==> src/chfs_regs.vh <==
`ifndef CHFS_REGS_VH
`define CHFS_REGS_VH

`define CHFS_ADDR_W 16
`define CHFS_DATA_W 8

`define CHFS_LINK_FLT_OFS 16'h0532
`define CHFS_OTP_FLT_OFS 16'h0535
`define CHFS_CTRL_OFS 16'h0540
`define CHFS_FLT_CLR_OFS 16'h0541
`define CHFS_OTP_CLR_OFS 16'h0542
`define CHFS_SUMMARY_OFS 16'h0543
`define CHFS_IRQ_STAT_OFS 16'h0544
`define CHFS_IRQ_EN_OFS 16'h0545
`define CHFS_IRQ_CLR_OFS 16'h0546

`define CHFS_LINK_FLT_RST 8'h00
`define CHFS_OTP_FLT_RST 8'h00
`define CHFS_CTRL_RST 8'h00
`define CHFS_IRQ_EN_RST 8'h00

`define CHFS_BIT_HEARTBEAT_TOO_FAST_FLAG 0
`define CHFS_BIT_HB_MISS 1
`define CHFS_BIT_TONE 2
`define CHFS_BIT_RELAY 3
`define CHFS_LINK_FLT_W 4
`define CHFS_OTP_FLT_W 7

`define CHFS_BIT_DIR_SEL 0
`define CHFS_BIT_MSK_HB 1
`define CHFS_BIT_MSK_TONE 2
`define CHFS_BIT_MSK_RELAY 3
`define CHFS_BIT_HB_EN 4
`define CHFS_CTRL_W 5

`define CHFS_IRQ_OTP 4
`define CHFS_IRQ_SUMMARY 5
`define CHFS_IRQ_W 6

`define CHFS_CLK_KHZ 25000
`define CHFS_HB_MISS_US 200
`define CHFS_HEARTBEAT_TOO_FAST_FLAG_US 100
`define CHFS_TONE_FAST_US 20
`define CHFS_HB_MISS_CYC ((`CHFS_HB_MISS_US * `CHFS_CLK_KHZ) / 1000)
`define CHFS_HEARTBEAT_TOO_FAST_FLAG_CYC ((`CHFS_HEARTBEAT_TOO_FAST_FLAG_US * `CHFS_CLK_KHZ + 999) / 1000)
`define CHFS_TONE_FAST_CYC ((`CHFS_TONE_FAST_US * `CHFS_CLK_KHZ + 999) / 1000)

`endif

==> src/chfs_sticky_bank.v <==
`timescale 1ns/1ns
module chfs_sticky_bank #(
  parameter W = 4,
  parameter [W-1:0] RST_VAL = {W{1'b0}}
) (
  input wire mclk,
  input wire rst_b,
  input wire [W-1:0] setIn,
  input wire [W-1:0] clrIn,
  output wire [W-1:0] flags
);

  reg [W-1:0] bits;
  genvar i;

  generate
    for (i = 0; i < W; i = i + 1) begin : gBit
      // set beats a clear in the same cycle
      always @(posedge mclk or negedge rst_b) begin
        if (!rst_b) begin
          bits[i] <= RST_VAL[i];
        end else if (setIn[i]) begin
          bits[i] <= 1'b1;
        end else if (clrIn[i]) begin
          bits[i] <= 1'b0;
        end
      end
    end
  endgenerate

  assign flags = bits;

endmodule

==> src/chfs_hb_watch.v <==
`timescale 1ns/1ns
module chfs_hb_watch #(
  parameter CNT_W = 16,
  parameter [CNT_W-1:0] MISS_CYC = 16'd5000,
  parameter [CNT_W-1:0] FAST_CYC = 16'd2500,
  parameter [CNT_W-1:0] TONE_CYC = 16'd500
) (
  input wire mclk,
  input wire rst_b,
  input wire enable,
  input wire dirSel,
  input wire lowerBeat,
  input wire upperBeat,
  input wire toneSeen,
  output reg missPulse,
  output reg fastPulse
);

  reg [CNT_W-1:0] gapCnt;
  reg seenBeat;
  reg expired;
  reg dirSelQ;
  wire beat;
  wire restart;
  wire early;
  wire toneEarly;

  // [RULE2] port chosen by direction
  assign beat = dirSel ? upperBeat : lowerBeat;
  // switching ports drops the old timing so no false miss
  assign restart = !enable || (dirSel != dirSelQ);
  // [RULE3] beat inside fast window
  assign early = beat && seenBeat && (gapCnt < FAST_CYC);
  // [RULE4] tone soon after beat
  assign toneEarly = toneSeen && seenBeat && (gapCnt < TONE_CYC);

  always @(posedge mclk or negedge rst_b) begin
    if (!rst_b) begin
      gapCnt <= {CNT_W{1'b0}};
      seenBeat <= 1'b0;
      expired <= 1'b0;
      dirSelQ <= 1'b0;
      missPulse <= 1'b0;
      fastPulse <= 1'b0;
    end else begin
      dirSelQ <= dirSel;
      missPulse <= 1'b0;
      fastPulse <= 1'b0;
      if (restart) begin
        gapCnt <= {CNT_W{1'b0}};
        seenBeat <= 1'b0;
        expired <= 1'b0;
      end else if (beat) begin
        gapCnt <= {CNT_W{1'b0}};
        seenBeat <= 1'b1;
        expired <= 1'b0;
        fastPulse <= early;
      end else begin
        fastPulse <= toneEarly;
        if (gapCnt != MISS_CYC) begin
          gapCnt <= gapCnt + 1'b1;
        end
        // [RULE1] one miss per silent gap
        if ((gapCnt == MISS_CYC) && !expired) begin
          missPulse <= 1'b1;
          expired <= 1'b1;
        end
      end
    end
  end

endmodule

==> src/chfs_fault_status.v <==
// Summary of operation
// [RULE1] flag a missing heartbeat when none arrives within the expected time
// [RULE2] watch the lower link port when direction select is 0, else upper
// [RULE3] flag heartbeats arriving more often than the expected interval
// [RULE4] a fault tone soon after a heartbeat may also flag too fast
// [RULE5] summary fault from unmasked heartbeat flags or unmasked tone flag
// [RULE6] summary fault from unmasked relayed fault flag
// [RULE7] set tone and relayed flags on receipt; all flags reset to zero
//
// Our own choice: strobed register access.
`timescale 1ns/1ns
`include "chfs_regs.vh"
module chfs_fault_status #(
  parameter CNT_W = 16,
  parameter HB_MISS_CYC = `CHFS_HB_MISS_CYC,
  parameter HEARTBEAT_TOO_FAST_FLAG_CYC = `CHFS_HEARTBEAT_TOO_FAST_FLAG_CYC,
  parameter TONE_FAST_CYC = `CHFS_TONE_FAST_CYC
) (
  input wire mclk,
  input wire rst_b,
  input wire [`CHFS_ADDR_W-1:0] regAddr,
  input wire [`CHFS_DATA_W-1:0] regWrData,
  input wire regWrStb,
  input wire regRdStb,
  output reg [`CHFS_DATA_W-1:0] regRdData,
  input wire lowerLinkBeat,
  input wire upperLinkBeat,
  input wire faultToneRx,
  input wire relayedFaultRx,
  input wire [`CHFS_OTP_FLT_W-1:0] otpFaultSet,
  output reg summaryLinkFault,
  output wire irq
);

  localparam DW = `CHFS_DATA_W;
  localparam LW = `CHFS_LINK_FLT_W;
  localparam OW = `CHFS_OTP_FLT_W;
  localparam CW = `CHFS_CTRL_W;
  localparam IW = `CHFS_IRQ_W;
  localparam [CNT_W-1:0] MISS_C = HB_MISS_CYC[CNT_W-1:0];
  localparam [CNT_W-1:0] FAST_C = HEARTBEAT_TOO_FAST_FLAG_CYC[CNT_W-1:0];
  localparam [CNT_W-1:0] TONE_C = TONE_FAST_CYC[CNT_W-1:0];
  localparam [DW-1:0] LINK_RST = `CHFS_LINK_FLT_RST;
  localparam [DW-1:0] OTP_RST = `CHFS_OTP_FLT_RST;
  localparam [DW-1:0] CTRL_RST = `CHFS_CTRL_RST;
  localparam [DW-1:0] IRQ_EN_RST = `CHFS_IRQ_EN_RST;

  reg [CW-1:0] ctrl;
  reg [IW-1:0] irqEn;
  reg summaryQ;
  reg [DW-1:0] next_rdData;

  wire wrCtrl;
  wire wrFltClr;
  wire wrOtpClr;
  wire wrIrqEn;
  wire wrIrqClr;

  wire dirSel;
  wire mskHb;
  wire mskTone;
  wire mskRelay;
  wire hbEnable;

  wire hbMissPulse;
  wire hbFastPulse;

  wire [LW-1:0] linkSet;
  wire [LW-1:0] linkClr;
  wire [LW-1:0] linkFlags;
  wire [OW-1:0] otpClr;
  wire [OW-1:0] otpFlags;
  wire [IW-1:0] irqSet;
  wire [IW-1:0] irqClr;
  wire [IW-1:0] irqStat;

  wire hbAny;
  wire next_summary;

  // write decode, single cycle strobes
  assign wrCtrl = regWrStb && (regAddr == `CHFS_CTRL_OFS);
  assign wrFltClr = regWrStb && (regAddr == `CHFS_FLT_CLR_OFS);
  assign wrOtpClr = regWrStb && (regAddr == `CHFS_OTP_CLR_OFS);
  assign wrIrqEn = regWrStb && (regAddr == `CHFS_IRQ_EN_OFS);
  assign wrIrqClr = regWrStb && (regAddr == `CHFS_IRQ_CLR_OFS);

  assign dirSel = ctrl[`CHFS_BIT_DIR_SEL];
  assign mskHb = ctrl[`CHFS_BIT_MSK_HB];
  assign mskTone = ctrl[`CHFS_BIT_MSK_TONE];
  assign mskRelay = ctrl[`CHFS_BIT_MSK_RELAY];
  assign hbEnable = ctrl[`CHFS_BIT_HB_EN];

  // control register, steers watchdog and summary
  always @(posedge mclk or negedge rst_b) begin
    if (!rst_b) begin
      ctrl <= CTRL_RST[CW-1:0];
    end else if (wrCtrl) begin
      ctrl <= regWrData[CW-1:0];
    end
  end

  always @(posedge mclk or negedge rst_b) begin
    if (!rst_b) begin
      irqEn <= IRQ_EN_RST[IW-1:0];
    end else if (wrIrqEn) begin
      irqEn <= regWrData[IW-1:0];
    end
  end

  // [RULE2] direction select feeds watchdog
  chfs_hb_watch #(
    .CNT_W(CNT_W),
    .MISS_CYC(MISS_C),
    .FAST_CYC(FAST_C),
    .TONE_CYC(TONE_C)
  ) uWatch (
    .mclk(mclk),
    .rst_b(rst_b),
    .enable(hbEnable),
    .dirSel(dirSel),
    .lowerBeat(lowerLinkBeat),
    .upperBeat(upperLinkBeat),
    .toneSeen(faultToneRx),
    .missPulse(hbMissPulse),
    .fastPulse(hbFastPulse)
  );

  // [RULE1] missing heartbeat sets flag
  assign linkSet[`CHFS_BIT_HB_MISS] = hbMissPulse;
  // [RULE3] too fast sets flag
  assign linkSet[`CHFS_BIT_HEARTBEAT_TOO_FAST_FLAG] = hbFastPulse;
  // [RULE7] tone and relayed fault set
  assign linkSet[`CHFS_BIT_TONE] = faultToneRx;
  assign linkSet[`CHFS_BIT_RELAY] = relayedFaultRx;

  // flags are read only; software clears by write-one
  assign linkClr = wrFltClr ? regWrData[LW-1:0] : {LW{1'b0}};
  assign otpClr = wrOtpClr ? regWrData[OW-1:0] : {OW{1'b0}};

  // [RULE7] sticky flags reset to zero
  chfs_sticky_bank #(
    .W(LW),
    .RST_VAL(LINK_RST[LW-1:0])
  ) uLinkFlags (
    .mclk(mclk),
    .rst_b(rst_b),
    .setIn(linkSet),
    .clrIn(linkClr),
    .flags(linkFlags)
  );

  chfs_sticky_bank #(
    .W(OW),
    .RST_VAL(OTP_RST[OW-1:0])
  ) uOtpFlags (
    .mclk(mclk),
    .rst_b(rst_b),
    .setIn(otpFaultSet),
    .clrIn(otpClr),
    .flags(otpFlags)
  );

  assign hbAny = linkFlags[`CHFS_BIT_HB_MISS] || linkFlags[`CHFS_BIT_HEARTBEAT_TOO_FAST_FLAG];

  // [RULE5] heartbeat and tone terms
  // [RULE6] relayed fault term
  assign next_summary = (!mskHb && hbAny)
    || (!mskTone && linkFlags[`CHFS_BIT_TONE])
    || (!mskRelay && linkFlags[`CHFS_BIT_RELAY]);

  // registered so the pin never glitches on mask writes
  always @(posedge mclk or negedge rst_b) begin
    if (!rst_b) begin
      summaryLinkFault <= 1'b0;
      summaryQ <= 1'b0;
    end else begin
      summaryLinkFault <= next_summary;
      summaryQ <= summaryLinkFault;
    end
  end

  // interrupt events: flag sets, otp sets, summary rising
  assign irqSet[LW-1:0] = linkSet;
  assign irqSet[`CHFS_IRQ_OTP] = |otpFaultSet;
  assign irqSet[`CHFS_IRQ_SUMMARY] = summaryLinkFault && !summaryQ;
  assign irqClr = wrIrqClr ? regWrData[IW-1:0] : {IW{1'b0}};

  chfs_sticky_bank #(
    .W(IW)
  ) uIrqStat (
    .mclk(mclk),
    .rst_b(rst_b),
    .setIn(irqSet),
    .clrIn(irqClr),
    .flags(irqStat)
  );

  assign irq = |(irqStat & irqEn);

  // read mux; unmapped and write-only addresses read zero
  always @* begin
    next_rdData = {DW{1'b0}};
    if (regRdStb) begin
      case (regAddr)
        `CHFS_LINK_FLT_OFS: begin
          next_rdData[LW-1:0] = linkFlags;
        end
        `CHFS_OTP_FLT_OFS: begin
          next_rdData[OW-1:0] = otpFlags;
        end
        `CHFS_CTRL_OFS: begin
          next_rdData[CW-1:0] = ctrl;
        end
        `CHFS_SUMMARY_OFS: begin
          next_rdData[0] = summaryLinkFault;
        end
        `CHFS_IRQ_STAT_OFS: begin
          next_rdData[IW-1:0] = irqStat;
        end
        `CHFS_IRQ_EN_OFS: begin
          next_rdData[IW-1:0] = irqEn;
        end
        default: begin
          next_rdData = {DW{1'b0}};
        end
      endcase
    end
  end

  // data valid only in the cycle after the strobe
  always @(posedge mclk or negedge rst_b) begin
    if (!rst_b) begin
      regRdData <= {DW{1'b0}};
    end else begin
      regRdData <= next_rdData;
    end
  end

endmodule

==> config.mk <==
export PLATFORM = sky130hd
export DESIGN_NAME = chfs_fault_status
export DESIGN_NICKNAME = d
export VERILOG_FILES = /design/src/chfs_sticky_bank.v /design/src/chfs_hb_watch.v /design/src/chfs_fault_status.v
export VERILOG_INCLUDE_DIRS = /design/src
export SDC_FILE = /design/constraint.sdc
export NUM_CORES = 1
export LEC_CHECK = 0
export BUFFER_PORTS_ARGS = -buffer_cell sky130_fd_sc_hd__buf_2
export CORE_MARGIN = 5
export CORE_UTILIZATION = 59
export CTS_BUF_LIST = sky130_fd_sc_hd__clkbuf_4
export DETAILED_ROUTE_END_ITERATION = 8
export PLACE_DENSITY = 0.83
export SETUP_SLACK_MARGIN = 0.02
export SKIP_CTS_REPAIR_TIMING = 1
export SYNTH_ARGS = -nofsm -noshare
export SYNTH_HDL_FRONTEND = slang
export SYNTH_HIERARCHICAL = 1
export SYNTH_SLANG_ARGS = --single-unit
==> constraint.sdc <==
create_clock -name mclk -period 2.4 [get_ports mclk]
set_clock_uncertainty 0.05 [all_clocks]
set_input_delay 0.48 -clock mclk [delete_from_list [all_inputs] [get_ports mclk]]
set_output_delay 0.48 -clock mclk [all_outputs]
set_load 0.005 [all_outputs]
## After elaboration in Yosys (flattened, before gate mapping)

Cells that the tools add are included.

- Register bits: 58
- Input port bits: 39
- Output and inout bits: 10

- Add/sub/neg operators: 1
- Magnitude comparators: 2
- Equal/unequal tests: 12
- Mux-type cells: 57
- Bitwise gates (word level): 1
- Reductions and logical operators: 46

Operator list:

| cell | number |
|---|---|
| $eq A16 B11 Y1 const B | 9 |
| $mux W16 | 3 |
| $mux W1 | 46 |
| $reduce_bool A2 Y1 | 18 |
| $add A16 B1 Y16 const B | 1 |
| $eq A16 B13 Y1 const B | 1 |
| $lt A16 B12 Y1 const B | 1 |
| $lt A16 B9 Y1 const B | 1 |
| $ne A16 B13 Y1 const B | 1 |
| $pmux W3 S5 | 1 |
| $logic_and A1 B1 Y1 | 14 |
| $mux W7 | 2 |
| $reduce_or A7 Y1 | 1 |
| $and A6 B6 Y6 | 1 |
| $logic_not A1 Y1 | 6 |
| $mux W6 | 1 |
| $pmux W1 S6 | 1 |
| $reduce_bool A3 Y1 | 2 |
| $reduce_or A6 Y1 | 1 |
| $logic_or A1 B1 Y1 | 4 |
| $mux W4 | 1 |
| $pmux W1 S4 | 1 |
| $pmux W1 S3 | 1 |
| $ne A1 B1 Y1 | 1 |

## Depth between registers and ports, before layout

Gate-level depths: netlist (run 1).

- Word-level depth: 5
- Mapped depth: 7
- Depth with buffers taken out: 6

## Hierarchy

The synthesis (run 1) kept the hierarchy.

Modules (own cells, without submodules):

| module | instances | cells an instance | area each (µm²) | sequential area each (µm²) |
|---|---|---|---|---|
| chfs_fault_status | 1 | 123 | 1,355.0 | 500.5 |
| chfs_hb_watch | 1 | 119 | 1,146.1 | 525.5 |
| chfs_sticky_bank at uOtpFlags | 1 | 21 | 254.0 | 175.2 |
| chfs_sticky_bank at uIrqStat | 1 | 18 | 217.7 | 150.1 |
| chfs_sticky_bank at uLinkFlags | 1 | 12 | 145.1 | 100.1 |

## Worst setup path before layout (run 1)

No wires, ideal clock.

- Path kind: in2reg
- Start: in regAddr[4]
- End: reg uIrqStat.bits[5], in the netlist uIrqStat/flags[5]
- Library setup time: 0.118 ns
- Data arrival time: 2.078 ns
- Data required time: 2.232 ns
- Slack: 0.154 ns
- Stages: 7
- Path through: or4b_4 buf_6 nor4_4 and4_1 and2_1 inv_1 a21o_1

- Word-level cells in the longest chain between the ends: 4

Ends and longest elaborated chain:

| element | RTL line | RTL |
|---|---|---|
| from (decl) | chfs_fault_status.v:21 | `` input wire [`CHFS_ADDR_W-1:0] regAddr, `` |
| $eq A16 B11 Y1 (no source line) | n/a |  |
| $logic_and A1 B1 Y1 | chfs_fault_status.v:85 | `` assign wrIrqClr = regWrStb && (regAddr == `CHFS_IRQ_CLR_OFS); `` |
| $mux W6 | chfs_fault_status.v:186 | `assign irqClr = wrIrqClr ? regWrData[IW-1:0] : {IW{1'b0}};` |
| named net irqClr[5] | chfs_fault_status.v:74 | `wire [IW-1:0] irqClr;` |
| $reduce_bool A2 Y1 (no source line) | n/a |  |
| to (signal, indexed assignment) | chfs_sticky_bank.v:21 | `bits[i] <= RST_VAL[i];` |
| to (decl) | chfs_sticky_bank.v:13 | `reg [W-1:0] bits;` |

The timed path passes the listed nets, and every way through them passes these cells.
A chain may end at the register's enable or synchronous reset.

## Worst setup path in the final report (run 1)

- Start: in regAddr[13]
- End: reg uIrqStat.bits[2], in the netlist uIrqStat/flags[2]

The elaborated chain is that of the path after synthesis.

==> flow_summary.toml, run 1 <==
[yosys]
avgSynthCellArea_um2 = 10.64
synth_nets = 334
synthCells = 293
synth_edf_count = 0
synth_async_sr_flop_share = 1.000
synth_seq_cells = 58
synth-seq-area-share = 0.4655
ys.flop_type = "dfrtp_1"
ys_warn_count = 6
synth_area_um2 = 3118
ys_types = 61

[sta]
worst_pin_slew_ps = 1306
slew_viol_final = 0
rsz0062_at_grt = "false"
period_minus_slack_ps = 2082
final_hold_viol_count = 0
fin_tns_setup_ps = 0
max_slew_margin = 0.1235
fin_crit_sh = 0.8675
worst_slack_ps = 317.9
finalSetupViolations = 0
fmax_mhz = 480.3

[routing]
first_pass_iters = 4
viasPerCell = 5.838
drt_wl_total_mm = 7.222
drt.antenna.violating_nets = 0
drc = 0
wl_per_cell_um = 16.95
drt_iter0_markers = 86
vias = 2487

[clock_network]
clock_latency_ps = 400
htree_levels = 3
cts_buffers = 9
clock-sinks = 58
cts.reportedPaths.clkPinSlew_ps = 100
cts_tree = "yes"
cts_buffer_depth = 2
clockRootBuffer = "clkbuf_4"

[grt]
grt_max_degree = 59
grt_pass1_vias = 2502
gr-usage-met1 = 0.2631
grtUsageMet2 = 0.4046
grt.overflow.total = 0
groute.layer.met3.usage = 0.08351
grt_pass1_wl_mm = 11.72
busiest_layer = "met2"
grtUsageTotal = 0.2325
antenna_found_initial = 0

[finish]
fin_nets = 393
final_cell_mix = "dfrtp_1, buf_2, inv_1"
antenna_cells = 0
area_growth_pct = 16.41
mostFrequentLayoutCell = "dfrtp_1"
drive_gt1_frac = 0.2809

[worst_setup_path]
crit_family = "simple AND/OR/NAND/NOR gates"
critPathLaunchType = "input port"
cp-end-kind = "register"
path_buf_inv = 3
cpPeakStageDelay_ps = 500
worstPathRequired_ps = 2630
worstPathArrival_ps = 2320
crit_fanout = 7
crit_chain = "buf_2, or4_1, buf_4, nor4_4, and4_1, and2_1, inv_1, a21o_1"
cp_slowest_cell = "or4_1"
path_class = "in2reg"

[pwr]
power.total_w = 0.001863
peakVddDrop_uv = 422.0
switchingPower_w = 0.0004297
p_clk_frac = 0.417
power_frac_seq = 0.526
intPower_w = 0.001434
comb_power_share = 0.057
p_sw_frac = 0.2306
leakage_nw = 1.596
p_per_area_nw_per_um2 = 513.3

[floorplan]
initial_core_util = 0.6105
die_w_um = 82.70
dieArea_um2 = 6838
dieHeight_um = 82.70
ios = 49
row_count = 26
core-area_um2 = 5107

[placed_design]
io_buffer_count = 46
place_ws_ps = -45.66
hpwl_mm = 5.212
gp_congestion = 0.8895

[run_status]
status = "completed"

[hold_path]
hp-class = "in2async"

[job]
maxCapViolations = 0
[cells by family (layout without fill, tap and decap cells)]
logic type	Yosys count	after routing	share of synthesized area
multiplexers	18	18	0.07103
buffers and inverters	37	100	0.05136
XOR/XNOR	11	11	0.03090
AND/OR/NAND/NOR	111	111	0.2488
AO/OA/AOI/OAI	55	55	0.1232
adder cells (fa/ha/maj)	2	2	0.008024
other	1	1	0.001203
flip-flops	58	58	0.4655
[per-layer routing]
layer  up-vias  routed length [um]
met5         -                   0
met4         0                 142
met3        15                 416
met2        70                3782
met1      1224                2881
li1       1178                   -
[cell usage after synthesis (3+ instances only)]
cell / count / area, um2
nor4_4: 3 / 63.81
nor2_1: 17 / 63.81
mux2_4: 6 / 90.09
and2_1: 17 / 106.4
a22oi_1: 12 / 90.09
o21ai_0: 3 / 15.01
nor4_1: 7 / 43.79
mux2_1: 5 / 56.30
and3_1: 3 / 18.77
nand4_1: 6 / 37.54
buf_2: 4 / 20.02
nand2b_1: 3 / 18.77
inv_1: 27 / 101.4
mux2i_1: 3 / 30.03
nand2_1: 9 / 33.78
nor3_1: 10 / 50.05
or4_1: 3 / 22.52
nor2b_1: 3 / 18.77
a21oi_1: 9 / 45.04
dfrtp_1: 58 / 1451
nand3_1: 4 / 20.02
a211oi_1: 3 / 22.52
xnor2_1: 6 / 52.55
and4_1: 3 / 26.28
xor2_1: 5 / 43.79
mux2_2: 4 / 45.04
a21o_1: 17 / 127.6
[sequential cells by signal (all words and copies together) (netlist names)]
| signal | flops |
|---|---|
| summaryQ | 1 |
| uWatch/gapCnt | 16 |
| uIrqStat/flags | 6 |
| uWatch/fastPulse | 1 |
| uLinkFlags/flags | 4 |
| summaryLinkFault | 1 |
| uOtpFlags/flags | 7 |
| uWatch/expired | 1 |
| uWatch/dirSelQ | 1 |
| irqEn | 6 |
| regRdData | 7 |
| uWatch/missPulse | 1 |
| uWatch/seenBeat | 1 |
| ctrl | 5 |
[power by group through the flow]
| stage | sequential [W] | combinational [W] | clock (W) |
|---|---|---|---|
| global placement | 0.000999 | 0.000103 | 0 |
| detailed placement | 0.000999 | 0.000107 | 0 |
| finish | 0.000980 | 0.000107 | 0.000776 |
| floorplan | 0.000999 | 0.0000342 | 0 |
| CTS | 0.000980 | 0.000108 | 0.000798 |
| global route | 0.000981 | 0.000118 | 0.000844 |
[metrics by stage]
step	cell area [um2]	std cells	hold slack, ps	util
2_1_floorplan	3118	293	134.4	-
3_3_place_gp	3480	411	356.4	0.6813
3_5_place_dp	3480	411	360.3	0.6813
4_1_cts	3630	426	14.54	0.7107
5_1_grt	3630	426	15.42	0.7107
6_report	3630	426	14.79	0.7107
[final cells by class]
class                   count  area [um2]
clock buffers               9       67.56
clock inverters             6       82.58
fillers                   399        1478
inverters                  27       101.3
multi-input cells         198        1506
flip-flops and latches     58        1451
well taps                  70       87.58
repair buffers             58       332.8
[worst paths after layout]
kind	start	endpoint	slack, ps	cells past startpoint
worst max-delay path	regAddr[13]	uIrqStat/flags[2]	320	8
worst min-delay path	rst_b	regRdData[2]	10	2
worst max register to register	ctrl[0]	uWatch/gapCnt[7]	380	4
worst min register to register	summaryLinkFault	summaryQ	390	0
max in group asynchronous	rst_b	uWatch/expired	2020	2
min in group mclk	relayedFaultRx	uIrqStat/flags[3]	220	2
[worst reg2reg max path: stages (launching register included)]
cell and delay [ps]:
dfrtp_1 500, nand2_1 130, nor2_1 40, o21ai_1 1000, nor2_1 130
(Power assumes the default switching activity.)
==> run 2: changes to the inputs <==
--- a/config.mk
+++ b/config.mk
@@ -10,6 +10,6 @@
 export CORE_MARGIN = 5
-export CORE_UTILIZATION = 59
+export CORE_UTILIZATION = 53
 export CTS_BUF_LIST = sky130_fd_sc_hd__clkbuf_4
 export DETAILED_ROUTE_END_ITERATION = 8
-export PLACE_DENSITY = 0.83
+export PLACE_DENSITY = 0.78
 export SETUP_SLACK_MARGIN = 0.02
==> constraint.sdc (replaced) <==
create_clock -name mclk -period 1.85 [get_ports mclk]
set_clock_uncertainty 0.05 [all_clocks]
set_input_delay 0.37 -clock mclk [delete_from_list [all_inputs] [get_ports mclk]]
set_output_delay 0.37 -clock mclk [all_outputs]
set_load 0.02 [all_outputs]
==> flow_summary.toml, run 2 (synthesis gave the netlist of run 1 again) <==
[floorplan]
ios = 49
dieHeight_um = 86.70
die_w_um = 86.70
dieArea_um2 = 7517
core-area_um2 = 5816
row_count = 28
initial_core_util = 0.5361

[routing]
wl_per_cell_um = 17.23
viasPerCell = 5.770
first_pass_iters = 4
drc = 0
drt_iter0_markers = 148
drt.antenna.violating_nets = 0
drt_wl_total_mm = 7.924
vias = 2654

[finish]
mostFrequentLayoutCell = "dfrtp_1"
largest_reg_flops = 16
final_cells = 460
regMostFlops = "uWatch/gapCnt"
area_growth_pct = 27.61
final_cell_mix = "dfrtp_1, buf_2, buf_4, inv_1"
drive_gt1_frac = 0.3870
antenna_cells = 0
fin_nets = 421

[clock_network]
clock_latency_ps = 390
clockRootBuffer = "clkbuf_4"
clock-sinks = 58
cts_buffers = 9
htree_levels = 3
cts.reportedPaths.clkPinSlew_ps = 110
cts_tree = "yes"
cts_buffer_depth = 2

[worst_setup_path]
crit_fanout = 4
worstPathArrival_ps = 2080
cp-end-kind = "register"
worstPathRequired_ps = 2090
path_class = "in2reg"
critPathLaunchType = "input port"

[pwr]
p_per_area_nw_per_um2 = 658.7
leakage_nw = 1.792
peakVddDrop_uv = 557.4

[sta]
fin_crit_sh = 0.9955
final_hold_viol_count = 0
period_minus_slack_ps = 1842
rsz0062_at_grt = "true"
slew_viol_final = 0
fmax_mhz = 543.0
finalSetupViolations = 0
fin_tns_setup_ps = 0

[grt]
grt_max_degree = 59
antenna_found_initial = 0
grt.overflow.total = 0
grtUsageTotal = 0.2177
grt_pass1_wl_mm = 12.82
grt_pass1_vias = 2799

[job]
maxCapViolations = 0

[hold_path]
hp-class = "in2reg"

[placed_design]
place_inst = 439
gp_congestion = 0.9305
hpwl_mm = 5.719
io_buffer_count = 46

[run_status]
status = "completed"
## run 2: cell types whose count changed in the layout (fill, tap and decap cells not counted), sizes merged
cell         change
clkinv           -2
bufinv           +1
buf             +27
dlygate4sd3      +1
inv              +1
clkinvlp         +1
## run 2: per-layer routing
metal,global-route usage,part of all wire,routed length (um),vias to the layer above
li1,-,-,-,1235
met1,0.2570,0.41,3276,1312
met2,0.3651,0.49,3913,81
met3,0.06369,0.056,441,26
met4,0.09915,0.037,291,0
met5,0,0,0,-
## run 2: worst max-delay path, cell delays in order
cell and delay (ps):
buf_2 100, or4_4 580, nor4_4 310, and4_4 300, buf_6 120, and2_1 110, inv_1 40, a21o_1 150
## run 2: layout make-up
class	count	area [um2]
clock buffer	9	67.56
clock inverter	7	116.4
fill	468	1837
inverter	27	101.3
multi-input combinational	198	1589
sequential	58	1454
tap	75	93.84
timing repair buffer	86	556.8
## run 2: final timing paths
path	startpoint	endpoint	slack, ps	cells past startpoint
max	regAddr[14]	uIrqStat/flags[4]	8	8
min	relayedFaultRx	uIrqStat/flags[3]	130	2
max reg2reg	ctrl[0]	uWatch/fastPulse	80	5
min reg2reg	uWatch/expired	uWatch/missPulse	390	1
max in group asynchronous	rst_b	uWatch/gapCnt[3]	1020	3
min in group asynchronous	rst_b	uOtpFlags/flags[3]	450	3
## run 2: where the power goes
part / internal, W / switching [W]
sequential: 0.00127 / 0.00000270
clock: 0.000684 / 0.000496
combinational: 0.0000737 / 0.0000946
total: 0.00203 / 0.000594
## run 2: per-stage QoR
step | area [um2] | setup slack, ps | hold slack [ps] | util | power, W
after floorplan | 3144 | -285.6 | 24.41 | - | 0.001343
after global placement | 3677 | -454.1 | 340.8 | 0.6323 | 0.001453
after detailed placement | 3677 | -433.4 | 343.0 | 0.6323 | 0.001457
after CTS | 3861 | 1.561 | -102.9 | 0.6639 | 0.002648
after global routing | 3979 | -32.97 | 89.48 | 0.6842 | 0.002730
final | 3979 | 8.340 | 125.8 | 0.6842 | 0.002621
